[src/design/scan_debug_pkg.sv]
// shared constants and types for the scan chain and debug mailbox block
package scan_debug_pkg;

  // ==========================================================================
  // chain geometry
  localparam int CHAIN_LEN = 104;
  localparam int PIN_COUNT = 31;
  localparam int POS_EXT_CLK_ENABLE   = 101;
  localparam int POS_SLOW_OSC_ENABLE  = 98;
  localparam int POS_EXT_CLK_OBSERVE  = 97;
  localparam int POS_SLOW_CLK_OBSERVE = 94;

  // ==========================================================================
  // i/o address map
  localparam logic [15:0] IO_PORT_LAST   = 16'h003F;
  localparam logic [15:0] DATA_IO_BASE   = 16'h0020;
  localparam logic [15:0] EXT_IO_BASE    = 16'h0060;
  localparam logic [5:0]  DEBUG_MAILBOX_OFFSET      = 6'h22;
  localparam logic [5:0]  MCU_CONTROL_STATUS_OFFSET = 6'h34;

  // ==========================================================================
  // register fields and reset values
  localparam logic [7:0] DEBUG_MAILBOX_RESET      = 8'h20;
  localparam logic [7:0] MCU_CONTROL_STATUS_RESET = 8'h20;
  localparam logic [7:0] MCU_MISC_MASK            = 8'h6F;
  localparam int MAILBOX_DIRTY_BIT     = 7;
  localparam int SCAN_PORT_DISABLE_BIT = 7;
  localparam int SCAN_RESET_FLAG_BIT   = 4;
  localparam logic [2:0] TIMED_WINDOW_CYCLES = 3'h4;

  // ==========================================================================
  // indices into the synchroniser vector
  localparam int SYNC_W       = 8;
  localparam int SY_TCK       = 0;
  localparam int SY_TDI       = 1;
  localparam int SY_CAPTURE   = 2;
  localparam int SY_SHIFT     = 3;
  localparam int SY_UPDATE    = 4;
  localparam int SY_DBG_CLEAR = 5;
  localparam int SY_DBG_EN    = 6;
  localparam int SY_SCAN_RST  = 7;

  // ==========================================================================
  // types
  typedef struct packed {
    logic data;
    logic control;
    logic pullup_enable;
  } pin_cell_t;

  // first field sits at the top of the chain, pins[0] at position 0
  typedef struct packed {
    logic      reset_observe_cell;
    logic      high_voltage_reset_observe;
    logic      external_clock_enable_cell;
    logic      crystal_osc_enable_cell;
    logic      rc_osc_enable_cell;
    logic      slow_osc_enable_cell;
    logic      external_clock_observe;
    logic      crystal_clock_observe;
    logic      rc_clock_observe;
    logic      slow_clock_observe;
    logic      two_wire_enable_cell;
    pin_cell_t [PIN_COUNT-1:0] pins;
  } bscan_cells_t;

  typedef struct packed {
    logic        port_space;
    logic        wr;
    logic        rd;
    logic [15:0] addr;
    logic [7:0]  wdata;
  } io_req_t;

endpackage

[src/design/scan_debug_mailbox.sv]
// scan chain, debug mailbox and scan-port control registers
//
// Function
// - chain position zero is first bit shifted in and first shifted out.
// - each pin takes three cells: output data, direction, pull-up enable.
// - positions 101 to 98 enable external clock, crystal, rc, slow oscillator.
// - positions 97 to 94 observe clock input and three oscillator outputs.
// - port i/o uses 0x00-0x3F; data space adds 0x20 to each offset.
// - extended space from 0x60 is not decoded; data-space accesses stop at 0x5F.
// - cpu mailbox write passes byte to debugger and sets dirty flag.
// - mailbox read returns seven low content bits, dirty flag in bit 7.
// - shared location reaches mailbox only with fuse and debugger enable.
// - disable bit zero leaves scan port active when its fuse is programmed.
// - disable bit one turns scan port off regardless of fuse.
// - disable bit changes only on two equal writes within four cycles.
// - scan-reset flag sets on reset from the scan-reset instruction.
// - scan-reset flag clears on power-on reset or software zero.
`timescale 1ns/1ps
module scan_debug_mailbox #(
  parameter bit MAILBOX_SHARED = 1'b0
) (
  // clock and reset
  input  wire logic                         I_CLK_SYS,
  input  wire logic                         I_RESET,
  // scan pins and tap state
  input  wire logic                         I_TCK,
  input  wire logic                         I_TDI,
  input  wire logic                         I_TAP_CAPTURE_DR,
  input  wire logic                         I_TAP_SHIFT_DR,
  input  wire logic                         I_TAP_UPDATE_DR,
  output logic                              O_TDO,
  output logic                              O_TDO_OE,
  // boundary cells
  input  wire scan_debug_pkg::bscan_cells_t I_CAPTURE_CELLS,
  output scan_debug_pkg::bscan_cells_t      O_UPDATE_CELLS,
  // cpu i/o bus
  input  wire scan_debug_pkg::io_req_t      I_IO_REQ,
  output logic [7:0]                        O_IO_RDATA,
  output logic                              O_IO_HIT,
  // debugger side
  input  wire logic                         I_DBG_ACCESS_EN,
  input  wire logic                         I_DBG_CLEAR_DIRTY,
  output logic [7:0]                        O_MAILBOX_DATA,
  output logic                              O_MAILBOX_DIRTY,
  // fuses and reset sources
  input  wire logic                         I_DEBUG_ENABLE_FUSE,
  input  wire logic                         I_SCAN_PORT_FUSE,
  input  wire logic                         I_SCAN_RESET_REQ,
  output logic                              O_SCAN_PORT_ACTIVE,
  output logic                              O_SCAN_RESET_FLAG
);

  // ==========================================================================
  // synchronisers for everything arriving from the tck side or pins
  logic [scan_debug_pkg::SYNC_W-1:0] sync_s1;
  logic [scan_debug_pkg::SYNC_W-1:0] sync_s2;
  logic [scan_debug_pkg::SYNC_W-1:0] sync_s3;
  scan_debug_pkg::bscan_cells_t      cells_s1;
  scan_debug_pkg::bscan_cells_t      cells_s2;
  wire  [scan_debug_pkg::SYNC_W-1:0] sync_in;

  assign sync_in[scan_debug_pkg::SY_TCK]       = I_TCK;
  assign sync_in[scan_debug_pkg::SY_TDI]       = I_TDI;
  assign sync_in[scan_debug_pkg::SY_CAPTURE]   = I_TAP_CAPTURE_DR;
  assign sync_in[scan_debug_pkg::SY_SHIFT]     = I_TAP_SHIFT_DR;
  assign sync_in[scan_debug_pkg::SY_UPDATE]    = I_TAP_UPDATE_DR;
  assign sync_in[scan_debug_pkg::SY_DBG_CLEAR] = I_DBG_CLEAR_DIRTY;
  assign sync_in[scan_debug_pkg::SY_DBG_EN]    = I_DBG_ACCESS_EN;
  assign sync_in[scan_debug_pkg::SY_SCAN_RST]  = I_SCAN_RESET_REQ;

  always_ff @(posedge I_CLK_SYS) begin
    if (I_RESET) begin
      sync_s1  <= '0;
      sync_s2  <= '0;
      sync_s3  <= '0;
      cells_s1 <= '0;
      cells_s2 <= '0;
    end else begin
      sync_s1  <= sync_in;
      sync_s2  <= sync_s1;
      sync_s3  <= sync_s2;
      cells_s1 <= I_CAPTURE_CELLS;
      cells_s2 <= cells_s1;
    end
  end

  // edges judged from stages two and three only
  wire tck_rise       = sync_s2[scan_debug_pkg::SY_TCK] & ~sync_s3[scan_debug_pkg::SY_TCK];
  wire tck_fall       = ~sync_s2[scan_debug_pkg::SY_TCK] & sync_s3[scan_debug_pkg::SY_TCK];
  wire dbg_clear_rise = sync_s2[scan_debug_pkg::SY_DBG_CLEAR]
                        & ~sync_s3[scan_debug_pkg::SY_DBG_CLEAR];
  wire scan_rst_rise  = sync_s2[scan_debug_pkg::SY_SCAN_RST]
                        & ~sync_s3[scan_debug_pkg::SY_SCAN_RST];
  wire dbg_access_en  = sync_s2[scan_debug_pkg::SY_DBG_EN];

  // ==========================================================================
  // address decode
  logic [15:0] io_offset_wide;
  logic        in_io_window;
  logic [5:0]  io_offset;

  // data space sits 0x20 above the port offsets
  assign io_offset_wide = I_IO_REQ.port_space ? I_IO_REQ.addr
                                              : (I_IO_REQ.addr - scan_debug_pkg::DATA_IO_BASE);
  // port accesses stop at 0x3F and data accesses at 0x5F, so extended space is not decoded
  assign in_io_window = I_IO_REQ.port_space
                        ? (I_IO_REQ.addr <= scan_debug_pkg::IO_PORT_LAST)
                        : (I_IO_REQ.addr >= scan_debug_pkg::DATA_IO_BASE
                           && I_IO_REQ.addr < scan_debug_pkg::EXT_IO_BASE);
  assign io_offset = io_offset_wide[5:0];

  wire mailbox_addr = in_io_window && (io_offset == scan_debug_pkg::DEBUG_MAILBOX_OFFSET);
  wire mcu_control_status_addr  = in_io_window
                      && (io_offset == scan_debug_pkg::MCU_CONTROL_STATUS_OFFSET);
  // shared slot belongs to the mailbox only when debug is unlocked
  wire mailbox_open = !MAILBOX_SHARED || (I_DEBUG_ENABLE_FUSE && dbg_access_en);
  wire mailbox_sel  = mailbox_addr && mailbox_open;
  wire mailbox_wr   = mailbox_sel && I_IO_REQ.wr;
  wire mcu_control_status_wr    = mcu_control_status_addr && I_IO_REQ.wr;

  // ==========================================================================
  // debug mailbox
  logic mailbox_dirty;

  // write forwards the byte to the debugger
  always_ff @(posedge I_CLK_SYS) begin
    if (I_RESET) begin
      O_MAILBOX_DATA <= scan_debug_pkg::DEBUG_MAILBOX_RESET;
    end else if (mailbox_wr) begin
      O_MAILBOX_DATA <= I_IO_REQ.wdata;
    end
  end

  // write sets dirty; set wins over a same-cycle clear
  always_ff @(posedge I_CLK_SYS) begin
    if (I_RESET) begin
      mailbox_dirty <= 1'b0;
    end else if (mailbox_wr) begin
      mailbox_dirty <= 1'b1;
    end else if (dbg_clear_rise) begin
      mailbox_dirty <= 1'b0;
    end
  end

  // ==========================================================================
  // scan-port disable with timed write sequence
  logic       scan_port_disable;
  logic       pend_value;
  logic [2:0] pend_count;
  wire        wr_disable_val = I_IO_REQ.wdata[scan_debug_pkg::SCAN_PORT_DISABLE_BIT];
  // second equal write inside the window commits
  wire        disable_commit = mcu_control_status_wr && (pend_count != 3'h0)
                               && (pend_value == wr_disable_val);

  // a lone write only arms the window
  always_ff @(posedge I_CLK_SYS) begin
    if (I_RESET) begin
      scan_port_disable <= scan_debug_pkg::MCU_CONTROL_STATUS_RESET[
                             scan_debug_pkg::SCAN_PORT_DISABLE_BIT];
      pend_value        <= 1'b0;
      pend_count        <= 3'h0;
    end else if (disable_commit) begin
      scan_port_disable <= wr_disable_val;
      pend_count        <= 3'h0;
    end else if (mcu_control_status_wr) begin
      pend_value <= wr_disable_val;
      pend_count <= scan_debug_pkg::TIMED_WINDOW_CYCLES;
    end else if (pend_count != 3'h0) begin
      pend_count <= pend_count - 3'h1;
    end
  end

  // fuse enables the port while disable is zero
  wire scan_active = I_SCAN_PORT_FUSE && !scan_port_disable;

  always_ff @(posedge I_CLK_SYS) begin
    if (I_RESET) begin
      O_SCAN_PORT_ACTIVE <= 1'b0;
    end else begin
      O_SCAN_PORT_ACTIVE <= scan_active;
    end
  end

  // ==========================================================================
  // scan-reset flag and remaining control bits
  logic [7:0] mcu_misc;
  wire        wr_flag_val = I_IO_REQ.wdata[scan_debug_pkg::SCAN_RESET_FLAG_BIT];

  // scan-reset event sets, winning over a clear
  // software one leaves the flag alone
  always_ff @(posedge I_CLK_SYS) begin
    if (I_RESET) begin
      O_SCAN_RESET_FLAG <= 1'b0;
    end else if (scan_rst_rise) begin
      O_SCAN_RESET_FLAG <= 1'b1;
    end else if (mcu_control_status_wr && !wr_flag_val) begin
      O_SCAN_RESET_FLAG <= 1'b0;
    end
  end

  always_ff @(posedge I_CLK_SYS) begin
    if (I_RESET) begin
      mcu_misc <= scan_debug_pkg::MCU_CONTROL_STATUS_RESET & scan_debug_pkg::MCU_MISC_MASK;
    end else if (mcu_control_status_wr) begin
      mcu_misc <= I_IO_REQ.wdata & scan_debug_pkg::MCU_MISC_MASK;
    end
  end

  // ==========================================================================
  // read mux, answered one cycle after the request
  logic [7:0] mailbox_view;
  logic [7:0] mcu_control_status_view;
  logic [7:0] next_rdata;

  // seven content bits under the dirty flag
  always_comb begin
    mailbox_view = O_MAILBOX_DATA;
    mailbox_view[scan_debug_pkg::MAILBOX_DIRTY_BIT] = mailbox_dirty;
    mcu_control_status_view = mcu_misc;
    mcu_control_status_view[scan_debug_pkg::SCAN_PORT_DISABLE_BIT] = scan_port_disable;
    mcu_control_status_view[scan_debug_pkg::SCAN_RESET_FLAG_BIT]   = O_SCAN_RESET_FLAG;
  end

  assign next_rdata = !I_IO_REQ.rd ? 8'h00
                    : mailbox_sel  ? mailbox_view
                    : mcu_control_status_addr  ? mcu_control_status_view
                    : 8'h00;

  always_ff @(posedge I_CLK_SYS) begin
    if (I_RESET) begin
      O_IO_RDATA      <= 8'h00;
      O_IO_HIT        <= 1'b0;
      O_MAILBOX_DIRTY <= 1'b0;
    end else begin
      O_IO_RDATA      <= next_rdata;
      O_IO_HIT        <= (I_IO_REQ.rd || I_IO_REQ.wr) && (mailbox_sel || mcu_control_status_addr);
      O_MAILBOX_DIRTY <= mailbox_dirty;
    end
  end

  // ==========================================================================
  // boundary chain
  // pin cells packed data, control, pull-up from high to low
  // clock enable cells at the top below the reset observers
  scan_chain_shifter u_shifter (
    .i_clk           (I_CLK_SYS),
    .i_reset         (I_RESET),
    .i_active        (scan_active),
    .i_tck_rise      (tck_rise),
    .i_tck_fall      (tck_fall),
    .i_tdi           (sync_s2[scan_debug_pkg::SY_TDI]),
    .i_capture       (sync_s2[scan_debug_pkg::SY_CAPTURE]),
    .i_shift         (sync_s2[scan_debug_pkg::SY_SHIFT]),
    .i_update        (sync_s2[scan_debug_pkg::SY_UPDATE]),
    .i_capture_cells (cells_s2),
    .o_update_cells  (O_UPDATE_CELLS),
    .o_tdo           (O_TDO),
    .o_tdo_oe        (O_TDO_OE)
  );

endmodule // scan_debug_mailbox

[src/design/scan_chain_shifter.sv]
// boundary-scan shift, capture and update register
`timescale 1ns/1ps
module scan_chain_shifter (
  // clock and reset
  input  wire logic                         i_clk,
  input  wire logic                         i_reset,
  // tap edges and state, already synchronised
  input  wire logic                         i_active,
  input  wire logic                         i_tck_rise,
  input  wire logic                         i_tck_fall,
  input  wire logic                         i_tdi,
  input  wire logic                         i_capture,
  input  wire logic                         i_shift,
  input  wire logic                         i_update,
  // parallel cells
  input  wire scan_debug_pkg::bscan_cells_t i_capture_cells,
  output scan_debug_pkg::bscan_cells_t      o_update_cells,
  // serial out
  output logic                              o_tdo,
  output logic                              o_tdo_oe
);

  // ==========================================================================
  // shift register
  scan_debug_pkg::bscan_cells_t shift_reg;
  scan_debug_pkg::bscan_cells_t next_update;
  logic [scan_debug_pkg::CHAIN_LEN-1:0] shifted;

  // enters at top, bit 0 leaves first
  assign shifted = {i_tdi, shift_reg[scan_debug_pkg::CHAIN_LEN-1:1]};

  always_ff @(posedge i_clk) begin
    if (i_reset) begin
      shift_reg <= '0;
    end else if (i_active && i_tck_rise && i_capture) begin
      shift_reg <= i_capture_cells;
    end else if (i_active && i_tck_rise && i_shift) begin
      shift_reg <= shifted;
    end
  end

  // ==========================================================================
  // update latch
  // observe-only cells drive nothing
  always_comb begin
    next_update = shift_reg;
    next_update.reset_observe_cell         = 1'b0;
    next_update.high_voltage_reset_observe = 1'b0;
    next_update.external_clock_observe     = 1'b0;
    next_update.crystal_clock_observe      = 1'b0;
    next_update.rc_clock_observe           = 1'b0;
    next_update.slow_clock_observe         = 1'b0;
  end

  always_ff @(posedge i_clk) begin
    if (i_reset) begin
      o_update_cells <= '0;
    end else if (i_active && i_tck_fall && i_update) begin
      o_update_cells <= next_update;
    end
  end

  // ==========================================================================
  // serial output, changes on falling tck
  always_ff @(posedge i_clk) begin
    if (i_reset) begin
      o_tdo    <= 1'b0;
      o_tdo_oe <= 1'b0;
    end else begin
      if (i_tck_fall) begin
        o_tdo <= shift_reg[0];
      end
      // driven only while shifting; idle pin floats to save current
      o_tdo_oe <= i_active && i_shift;
    end
  end

endmodule // scan_chain_shifter

[config.mk]
export PLATFORM = sky130hd
export DESIGN_NAME = scan_debug_mailbox
export DESIGN_NICKNAME = d
export VERILOG_FILES = /design/src/design/scan_debug_pkg.sv /design/src/design/scan_debug_mailbox.sv /design/src/design/scan_chain_shifter.sv
export SDC_FILE = /design/constraint.sdc
export NUM_CORES = 1
export LEC_CHECK = 0
export BUFFER_PORTS_ARGS = -buffer_cell sky130_fd_sc_hd__buf_2
export CORE_MARGIN = 2
export CORE_UTILIZATION = 45
export CTS_BUF_LIST = sky130_fd_sc_hd__clkbuf_4 sky130_fd_sc_hd__clkbuf_8
export DETAILED_ROUTE_END_ITERATION = 7
export PLACE_DENSITY = 0.67
export SKIP_LAST_GASP = 1
export SYNTH_ARGS = -nofsm -noshare
export SYNTH_HDL_FRONTEND = slang
export SYNTH_SLANG_ARGS = --single-unit
[constraint.sdc]
create_clock -name I_CLK_SYS -period 1.9 [get_ports I_CLK_SYS]
set_clock_uncertainty 0.2 [all_clocks]
set_input_delay 0.38 -clock I_CLK_SYS [delete_from_list [all_inputs] [get_ports I_CLK_SYS]]
set_output_delay 0.38 -clock I_CLK_SYS [all_outputs]
set_load 0.01 [all_outputs]
==> metrics.txt, run 1 <==
status finished, violations left; failing checks design-rule violations; Pre-antenna DRT Iters 8; Worst path slowest cell dlygate4sd3_1; placed wire-length estimate 20,200 µm; Final period util 0.978; core box area 32,300 µm²; CTS sink cnt 461; final net count 1,969; routed vias 11,400; area of the multi-input gates 4930 µm²; Hold Vio Cnt, Final 0; crit path cell chain dlygate4sd3_1, buf_2, and4b_2, buf_6, nand3_1, a21oi_2, dlygate4sd3_1; crit-path leading delay family buffers and inverters; ANT nets after route 0; endpoint type of the worst setup path register; full die area 34,000 µm²; largest net degree at the start of global routing 90; Worst EP required 2210 ps; Syn-to-layout area delta 32.0%; RSZ-0062 raised after global routing no; gr usage total 0.191; async set-reset flop share out of synthesis 0; Yosys reg bits 461; die height 185 µm; critical path's most frequent cell dlygate4sd3_1; wire length per cell 14.2 µm; Root Buffer clkbuf_8; Num CTS Buffers 73; Max IR drop VDD 0.000543 V; count of max-cap constraint violations 0; Synth Cell Area 14,700 µm²; Via density 4.92; Fill cells 2,649; Final Util 0.599; Finish-stage setup viols 0; CTS tree yes; PortBufs 260; register area 9230 µm²; initial antenna violation count 0; most frequent cell after synthesis dfxtp_1; gp weighted congestion 0.789; Skew-Pair Late Insertion Delay 570 ps; Site Rows 66; Synth Area per Inst 10.2 µm²; clock-pin slew on the worst setup and hold paths 60 ps; static leakage power 7.85 nW; clock period minus worst slack 1860 ps; Synth top area share 0.629; Placed Area 16,600 µm²; IO Pins 269; Cells after Synth 1,431; Worst Path Arrival 2170 ps; CTS Buffer Depth 3; H-tree levels 3; design area 19,400 µm²; number of global-route vias before repair 10,800; post-synth cell types 42; pwr dens 998 nW/µm²; Crit path buffers/inverters 4; post-route DRC violation count 19; Max Fclk 538 MHz; Die X 185 µm; top_reg_cell synth dfxtp_1; Hold Path Class primary input to register; diodes inserted 0; layout cell share with drive strength beyond 1 0.235; total grt overflow 0; sequential share of the synthesized area 0.629; area leader, netlist dfxtp_1; First DRT Iteration DRCs 1,001; global-route wire length before repair 53,100 µm; worst-path maximum fanout 3; Max stage delay on crit path 550 ps; Synth Warn # 0; Starting Density 0.454; Post-synth EDFFs 0; Largest regs cells_s1 x104, cells_s2 x104; top cells by area, synth dfxtp_1, nor2b_1, a222oi_1; CP Class primary input to register; commonest cells in the synthesized netlist dfxtp_1, nor2b_1, nand2_1; max-slew violation count 0; Setup crit start kind primary input; final wirelength 32,900 µm
## through the flow
stage / hold slack [ps] / power, mW / std cells / setup slack, ps / setup TNS, ps
detailed placement: 222 / 11.0 / 2062 / -95.0 / -815
floorplan: 210 / 10.6 / 1436 / 90.7 / 0
finish: 76.8 / 19.3 / 2313 / 42.6 / 0
CTS: 23.0 / 19.6 / 2311 / 46.3 / 0
global route: 76.2 / 20.1 / 2313 / 16.2 / 0
global placement: 217 / 10.9 / 2062 / -53.2 / -83.1
## worst register-to-register path, delay by kind of cell (launching register included)
family	cells	cell delay (ps)
DFF	1	320
AOI/OAI and AO/OA	1	460
and+or+nand+nor	3	540
buffers and inverters	1	180
## kinds of logic (layout without fill, tap and decap cells)
group                      after synthesis  after routing  share of synthesized area
xor gates and xnor gates                 2              2                    0.00119
and+or+nand+nor                        595            595                      0.201
DFF                                    461            461                      0.629
AOI/OAI and AO/OA                      238            238                      0.120
adders and majority gates                2              2                    0.00171
buffers and inverters                  122            557                     0.0396
muxes                                   10             10                    0.00691
other                                    1              6                   0.000256
## worst paths after layout
kind | slack (ps) | endpoint | cells after the start | from
setup reg to reg | 70 | u_shifter.next_update[56] | 5 | sync_s3[0]
hold / removal | 80 | pend_count[2] | 5 | I_IO_REQ[15]
hold reg to reg | 220 | cells_s2[78] | 1 | cells_s1[78]
setup / recovery | 40 | pend_value | 7 | I_IO_REQ[25]
## cells in the final DEF, fill, tap and decap left out, types with 10 or more instances in the layout
cell / instances
buf_2: 259
clkbuf_8: 92
nor2_1: 118
dlygate4sd3_1: 127
nor2b_1: 228
nand3_1: 10
clkbuf_4: 24
a21oi_1: 105
nand2_1: 211
buf_12: 18
a222oi_1: 103
dfxtp_1: 461
buf_4: 25
## cell type report
type                       count  share of cell area
clock inverter                 6             0.00220
tap                          442              0.0286
clock buffer                 116              0.0747
timing repair buffer         431               0.162
sequential                   461               0.477
inverter                       4            0.000776
multi-input combinational    853               0.255
## layer usage
layer  GRT usage  wire length [µm]  up-vias
met4      0.0912               990        0
met2       0.306             15400      333
met5           0                 0        -
li1            -                 -     5668
met3      0.0397              1670       81
met1       0.245             14800     5292
## repair_timing
item                                   in CTS  in global routing
gates resized for setup                     0                  6
setup endpoints to repair                   0                  1
endpoints found under the hold margin     142                  0
setup buffers                               0                  2
hold buffers                              127                  0
## power by group
group / leakage (nW) / internal (mW) / switching (mW)
Clock: 0.789 / 4.80 / 3.55
Sequential: 3.76 / 9.92 / 0.0710
Combinational: 3.30 / 0.530 / 0.430
(Power assumes the default switching activity.)
==> inputs of run 2 (changes only) <==
--- a/config.mk
+++ b/config.mk
@@ -6,11 +6,13 @@
 export NUM_CORES = 1
 export LEC_CHECK = 0
 export BUFFER_PORTS_ARGS = -buffer_cell sky130_fd_sc_hd__buf_2
+export CAP_MARGIN = 5
 export CORE_MARGIN = 2
 export CORE_UTILIZATION = 45
 export CTS_BUF_LIST = sky130_fd_sc_hd__clkbuf_4 sky130_fd_sc_hd__clkbuf_8
 export DETAILED_ROUTE_END_ITERATION = 7
 export PLACE_DENSITY = 0.67
+export RECOVER_POWER = 50
 export SKIP_LAST_GASP = 1
 export SYNTH_ARGS = -nofsm -noshare
 export SYNTH_HDL_FRONTEND = slang
==> run 2 against run 1 <==
  * The run still ends with design-rule violations left
  * Count of clock-buffer cells in the layout did not move
  * Critical endpoint unchanged
  * Clock power is essentially flat
  * Wire length decreased by 0.13%
  * Critical path depth unchanged
  * Cell area shrank 0.61%
==> metrics.txt, run 2 (same netlist as run 1, synthesis figures left out) <==
status finished, violations left (unchanged); failing checks design-rule violations (unchanged); Worst EP required 2160 ps (was 2210 ps); clock period minus worst slack 1850 ps (was 1860 ps); Max Fclk 540 MHz (was 538 MHz); Finish-stage setup viols 0 (unchanged); Setup crit start kind primary input (unchanged); CTS tree yes (unchanged); worst hold-check slack 73.7 ps (was 76.8 ps); First DRT Iteration DRCs 980 (was 1,001); Root Buffer clkbuf_8 (unchanged); Die X 185 µm (unchanged); Slew @ Worst Pin 839 ps; final net count 1,969 (unchanged); ANT nets after route 0 (unchanged); CP Launch Point I_IO_REQ[25] (unchanged); Final period util 0.974 (was 0.978); post-route DRC violation count 1 (was 19); clock-pin slew on the worst setup and hold paths 60 ps (about the same); Max IR drop VDD 0.000544 V (was 0.000543 V); CP Class primary input to register (unchanged); Worst path slowest cell dlygate4sd3_1 (unchanged); M3 GR Usage 0.0397 (unchanged); grt peak-use layer met2 (unchanged); Pre-antenna DRT Iters 8 (unchanged); RSZ-0062 raised after global routing no (unchanged); Hold Path Class primary input to register (unchanged); max-slew violation count 0 (unchanged); full die area 34,000 µm² (unchanged); hold path cells 5 (unchanged); CTS Buffer Depth 3 (unchanged); Num CTS Buffers 73 (unchanged); global-route wire length before repair 53,100 µm (unchanged); r2r setup slk 60 ps (was 70 ps); Crit Reg-Reg Endpoint u_shifter.next_update[56] (unchanged); worst-path maximum fanout 3 (unchanged); slew margin rel. 0.440; CTS sink cnt 461 (unchanged); IO Pins 269 (unchanged); number of global-route vias before repair 10,800 (unchanged); total power 19.3 mW (about the same); critical path's most frequent cell dlygate4sd3_1 (unchanged); PortBufs 260 (unchanged); Syn-to-layout area delta 31.2% (was 32.0%); critical hold path startpoint I_IO_REQ[15] (unchanged); count of max-cap constraint violations 0 (unchanged); Non-Filler Instances 2,313 (unchanged); final wirelength 32,800 µm (was 32,900 µm); Via density 4.94 (was 4.92); Hold Crit Endpoint pend_count[2] (unchanged); Hold Vio Cnt, Final 0 (unchanged); r2r worst-path depth 5 (unchanged); RR Startpoint sync_s3[0] (unchanged); gp weighted congestion 0.789 (unchanged); most common cell after layout, fill and taps aside dfxtp_1 (unchanged); endpoint type of the worst setup path register (unchanged); layout cell share with drive strength beyond 1 0.230 (was 0.235); static leakage power 7.78 nW (was 7.85 nW); wire length per cell 14.2 µm (about the same); Cells after DPL 2,062 (unchanged); most frequent cells in the layout dfxtp_1, buf_2, nor2b_1 (unchanged); initial antenna violation count 0 (unchanged); diodes inserted 0 (unchanged); largest net degree at the start of global routing 90 (unchanged); Starting Density 0.454 (unchanged); GR Layer Usage met2 0.306 (unchanged); crit path cell chain dlygate4sd3_1, buf_2, and4b_2, buf_6, nand3_1, a21oi_2, dlygate4sd3_1 (unchanged); routed vias 11,400 (about the same); Worst Path Arrival 2110 ps (was 2170 ps); gr usage total 0.191 (unchanged); Site Rows 66 (unchanged); Largest regs cells_s1 x104, cells_s2 x104 (unchanged); pwr dens 1000 nW/µm² (was 998 nW/µm²); die height 185 µm (unchanged); Skew-Pair Late Insertion Delay 580 ps (was 570 ps); Max stage delay on crit path 550 ps (about the same); H-tree levels 3 (unchanged); placed wire-length estimate 20,200 µm (unchanged); total grt overflow 0 (unchanged); GR Util met1 0.245 (unchanged); core box area 32,300 µm² (unchanged); setup TNS 0 ps (unchanged)
run 2: cell types whose count changed in the layout (fill, tap and decap cells not counted):
cell      change
buf_2         -2
buf_4         -5
and2_0        +1
clkbuf_1      +9
clkbuf_2      +1
and2_1        -1
buf_12        -7
clkbuf_4      +4
run 2: timing repair:
| action | 4_1_cts | 5_1_grt |
|---|---|---|
| resized for setup | 0 | 6 |
| endpoints found under the hold margin | 142 | 0 |
| hold buffers | 127 | 0 |
| setup buffers | 0 | 2 |
| setup endpoints to repair | 0 | 1 |
run 2: worst max-delay path: cells and delay by family:
family,cells,cell delay [ps]
and+or+nand+nor,2,310
buffers and inverters,4,1360
AOI/OAI and AO/OA,1,50
run 2: final cells by class:
| cell class | count | area (µm²) |
|---|---|---|
| clock inverters | 6 | 42.5 |
| well taps | 442 | 553 |
| flip-flops and latches | 461 | 9230 |
| clock buffers | 116 | 1450 |
| fillers | 2668 | 13100 |
| multi-input cells | 853 | 4930 |
| repair buffers | 431 | 3020 |
| inverters | 4 | 15.0 |
run 2: where the power goes:
part / switching [mW] / internal (mW)
Sequential: 0.0707 / 9.93
Combinational: 0.424 / 0.507
Clock: 3.56 / 4.80
run 2: metrics by stage:
stage,worst slack (ps),instance area (µm²),util
3_5_place_dp,-95.0,16600,0.513
4_1_cts,46.3,19300,0.598
5_1_grt,16.2,19200,0.596
2_1_floorplan,90.7,14700,-
3_3_place_gp,-53.2,16600,0.513
6_report,48.9,19200,0.596
run 2: worst max-delay path by stage:
stage                                      endpoint  slack (ps)  depth (start not counted)
after CTS                                pend_value          50                          7
after floorplan                   O_MAILBOX_DATA[0]          90                          6
after global routing      u_shifter.next_update[56]          20                          5
final                                    pend_value          50                          7
after global placement            scan_port_disable         -50                          5
after detailed placement          scan_port_disable         -90                          5
run 2: routing by layer:
metal | vias up | wire length (µm)
met5 | - | 0
met4 | 0 | 1080
met3 | 86 | 1800
met2 | 356 | 15300
met1 | 5304 | 14700
li1 | 5673 | -
==> inputs of run 3 (changes only) <==
--- a/config.mk
+++ b/config.mk
@@ -7,7 +7,6 @@
 export LEC_CHECK = 0
 export BUFFER_PORTS_ARGS = -buffer_cell sky130_fd_sc_hd__buf_2
 export CAP_MARGIN = 5
-export CORE_MARGIN = 2
 export CORE_UTILIZATION = 45
 export CTS_BUF_LIST = sky130_fd_sc_hd__clkbuf_4 sky130_fd_sc_hd__clkbuf_8
 export DETAILED_ROUTE_END_ITERATION = 7
==> run 3 against run 2 <==
  * The flow still finishes with violations (design-rule violations)
  * Non-clock buffer count grew 10
  * Hold slack lost 48 ps
  * Combinational power grew 3.1%
  * Critical endpoint is now u_shifter.next_update[43]
  * Via count grew 0.12%
  * Flip-flop and latch count is the same
  * Fmax shrank 0.98%
  * Global-route usage grew 0.74 points
==> metrics.txt, run 3 (same netlist as run 1, synthesis figures left out) <==
Syn-to-layout area delta 32.0% (was 31.2%); CTS sink cnt 461 (unchanged); static leakage power 7.74 nW (was 7.78 nW); post-route DRC violation count 2 (was 1); clock-pin slew on the worst setup and hold paths 70 ps (was 60 ps); placed wire-length estimate 20,500 µm (was 20,200 µm); Final Util 0.609 (was 0.596); Crit path buffers/inverters 1 (was 4); Pre-antenna DRT Iters 8 (unchanged); Setup crit start kind register (was primary input); count of max-cap constraint violations 0 (unchanged); hold path cells 5 (unchanged); CTS Buffer Depth 3 (unchanged); Hold Path Class primary input to register (unchanged); initial antenna violation count 0 (unchanged); max-slew violation count 0 (unchanged); status finished, violations left (unchanged); Largest regs cells_s1 x104, cells_s2 x104 (unchanged); global-route wire length before repair 54,200 µm (was 53,100 µm); CP Class register to register (was primary input to register); worst-path maximum fanout 59 (was 3); total grt overflow 0 (unchanged); PortBufs 260 (unchanged); Worst path slowest cell a222oi_1 (was dlygate4sd3_1); diodes inserted 0 (unchanged); Worst Path Arrival 2100 ps (was 2110 ps); Cells after DPL 2,062 (unchanged); gp weighted congestion 0.802 (was 0.789); Finish-stage setup viols 0 (unchanged); endpoint type of the worst setup path register (unchanged); wire length per cell 14.4 µm (was 14.2 µm); core box area 31,800 µm² (was 32,300 µm²); Site Rows 65 (was 66); slew margin rel. 0.649 (was 0.440); number of global-route vias before repair 11,100 (was 10,800); Final period util 0.984 (was 0.974); Worst EP required 2130 ps (was 2160 ps); Post-Place Worst Slack -129 ps (was -95.0 ps); pwr dens 1020 nW/µm² (was 1000 nW/µm²); crit-path leading delay family simple AND/OR/NAND/NOR gates (was buffers and inverters); full die area 33,300 µm² (was 34,000 µm²); Non-Filler Instances 2,323 (was 2,313); Root Buffer clkbuf_8 (unchanged); IO Pins 269 (unchanged); Num CTS Buffers 74 (was 73); RSZ-0062 raised after global routing yes (was no); r2r worst-path depth 5 (unchanged); CP Depth 5 (was 7); Via density 4.92 (was 4.94); ANT nets after route 0 (unchanged); clock period minus worst slack 1870 ps (was 1850 ps); H-tree levels 3 (unchanged); die height 183 µm (was 185 µm); final net count 1,980 (was 1,969); total power 19.7 mW (was 19.3 mW); Max stage delay on crit path 410 ps (was 550 ps); Hold Vio Cnt, Final 0 (unchanged); layout cell share with drive strength beyond 1 0.215 (was 0.230); Die X 183 µm (was 185 µm); Starting Density 0.461 (was 0.454); failing checks design-rule violations (unchanged); Final WS setup 30.6 ps (was 48.9 ps); final wirelength 33,600 µm (was 32,800 µm); Slew @ Worst Pin 527 ps (was 839 ps); crit path cell chain and4bb_1, and3b_4, buf_12, a222oi_1, nor2_1 (was dlygate4sd3_1, buf_2, and4b_2, buf_6, nand3_1, a21oi_2, dlygate4sd3_1); Skew-Pair Late Insertion Delay 590 ps (was 580 ps); CTS tree yes (unchanged); routed vias 11,400 (about the same); largest net degree at the start of global routing 62 (was 90); most common cell after layout, fill and taps aside dfxtp_1 (unchanged); Max IR drop VDD 0.000559 V (was 0.000544 V); First DRT Iteration DRCs 900 (was 980); most frequent cells in the layout dfxtp_1, nor2b_1, buf_2 (was dfxtp_1, buf_2, nor2b_1); gr usage total 0.198 (was 0.191); Max Fclk 535 MHz (was 540 MHz)
==> run 3: through the flow <==
stage	instance area (µm²)	hold slack, ps	setup TNS, ps
finish	19400	25.9	0
global route	19400	61.1	-22.0
CTS	19500	-39.7	0
detailed placement	16600	220	-465
global placement	16600	217	-66.8
floorplan	14700	210	0
==> run 3: routing by layer <==
| layer | track usage | vias up | part of all wire |
|---|---|---|---|
| met1 | 0.248 | 5254 | 0.44 |
| met3 | 0.0379 | 91 | 0.058 |
| met5 | 0 | - | 0 |
| met2 | 0.327 | 405 | 0.46 |
| met4 | 0.0965 | 0 | 0.036 |
| li1 | - | 5683 | - |
==> run 3: worst min-delay path, cell delays in order <==
cell and delay (ps):
buf_2 100, nor4_4 50, nand3_2 80, o21ai_0 90
nand4_1 80
==> run 3: power by group <==
group          switching (mW)  internal (mW)  leakage, nW
Combinational           0.439          0.520         3.14
Clock                    3.71           5.02        0.830
Sequential             0.0713           9.92         3.76
Total                    4.22           15.5         7.74
==> run 3: final timing paths <==
kind                startpoint                        end  slack, ps
hold reg to reg   cells_s1[76]               cells_s2[76]        220
setup / recovery    sync_s3[0]  u_shifter.next_update[43]         30
hold / removal    I_IO_REQ[15]              pend_count[2]         30
setup reg to reg    sync_s3[0]  u_shifter.next_update[43]         30
==> run 3: layout make-up <==
| class | count | area (µm²) |
|---|---|---|
| Clock inverter | 13 | 108 |
| Timing Repair Buffer | 441 | 3070 |
| Multi-Input combinational cell | 853 | 4930 |
| Clock buffer | 116 | 1460 |
| Inverter | 4 | 15.0 |
| Tap cell | 435 | 544 |
| Fill cell | 2676 | 12400 |
| Sequential cell | 461 | 9230 |
==> run 3: timing repair <==
item                                    in CTS  in global routing
buffers inserted                             0                  0
endpoints found under the setup margin       0                  5
hold buffers                               131                  1
gates resized for setup                      0                  4
endpoints found under the hold margin      142                  1
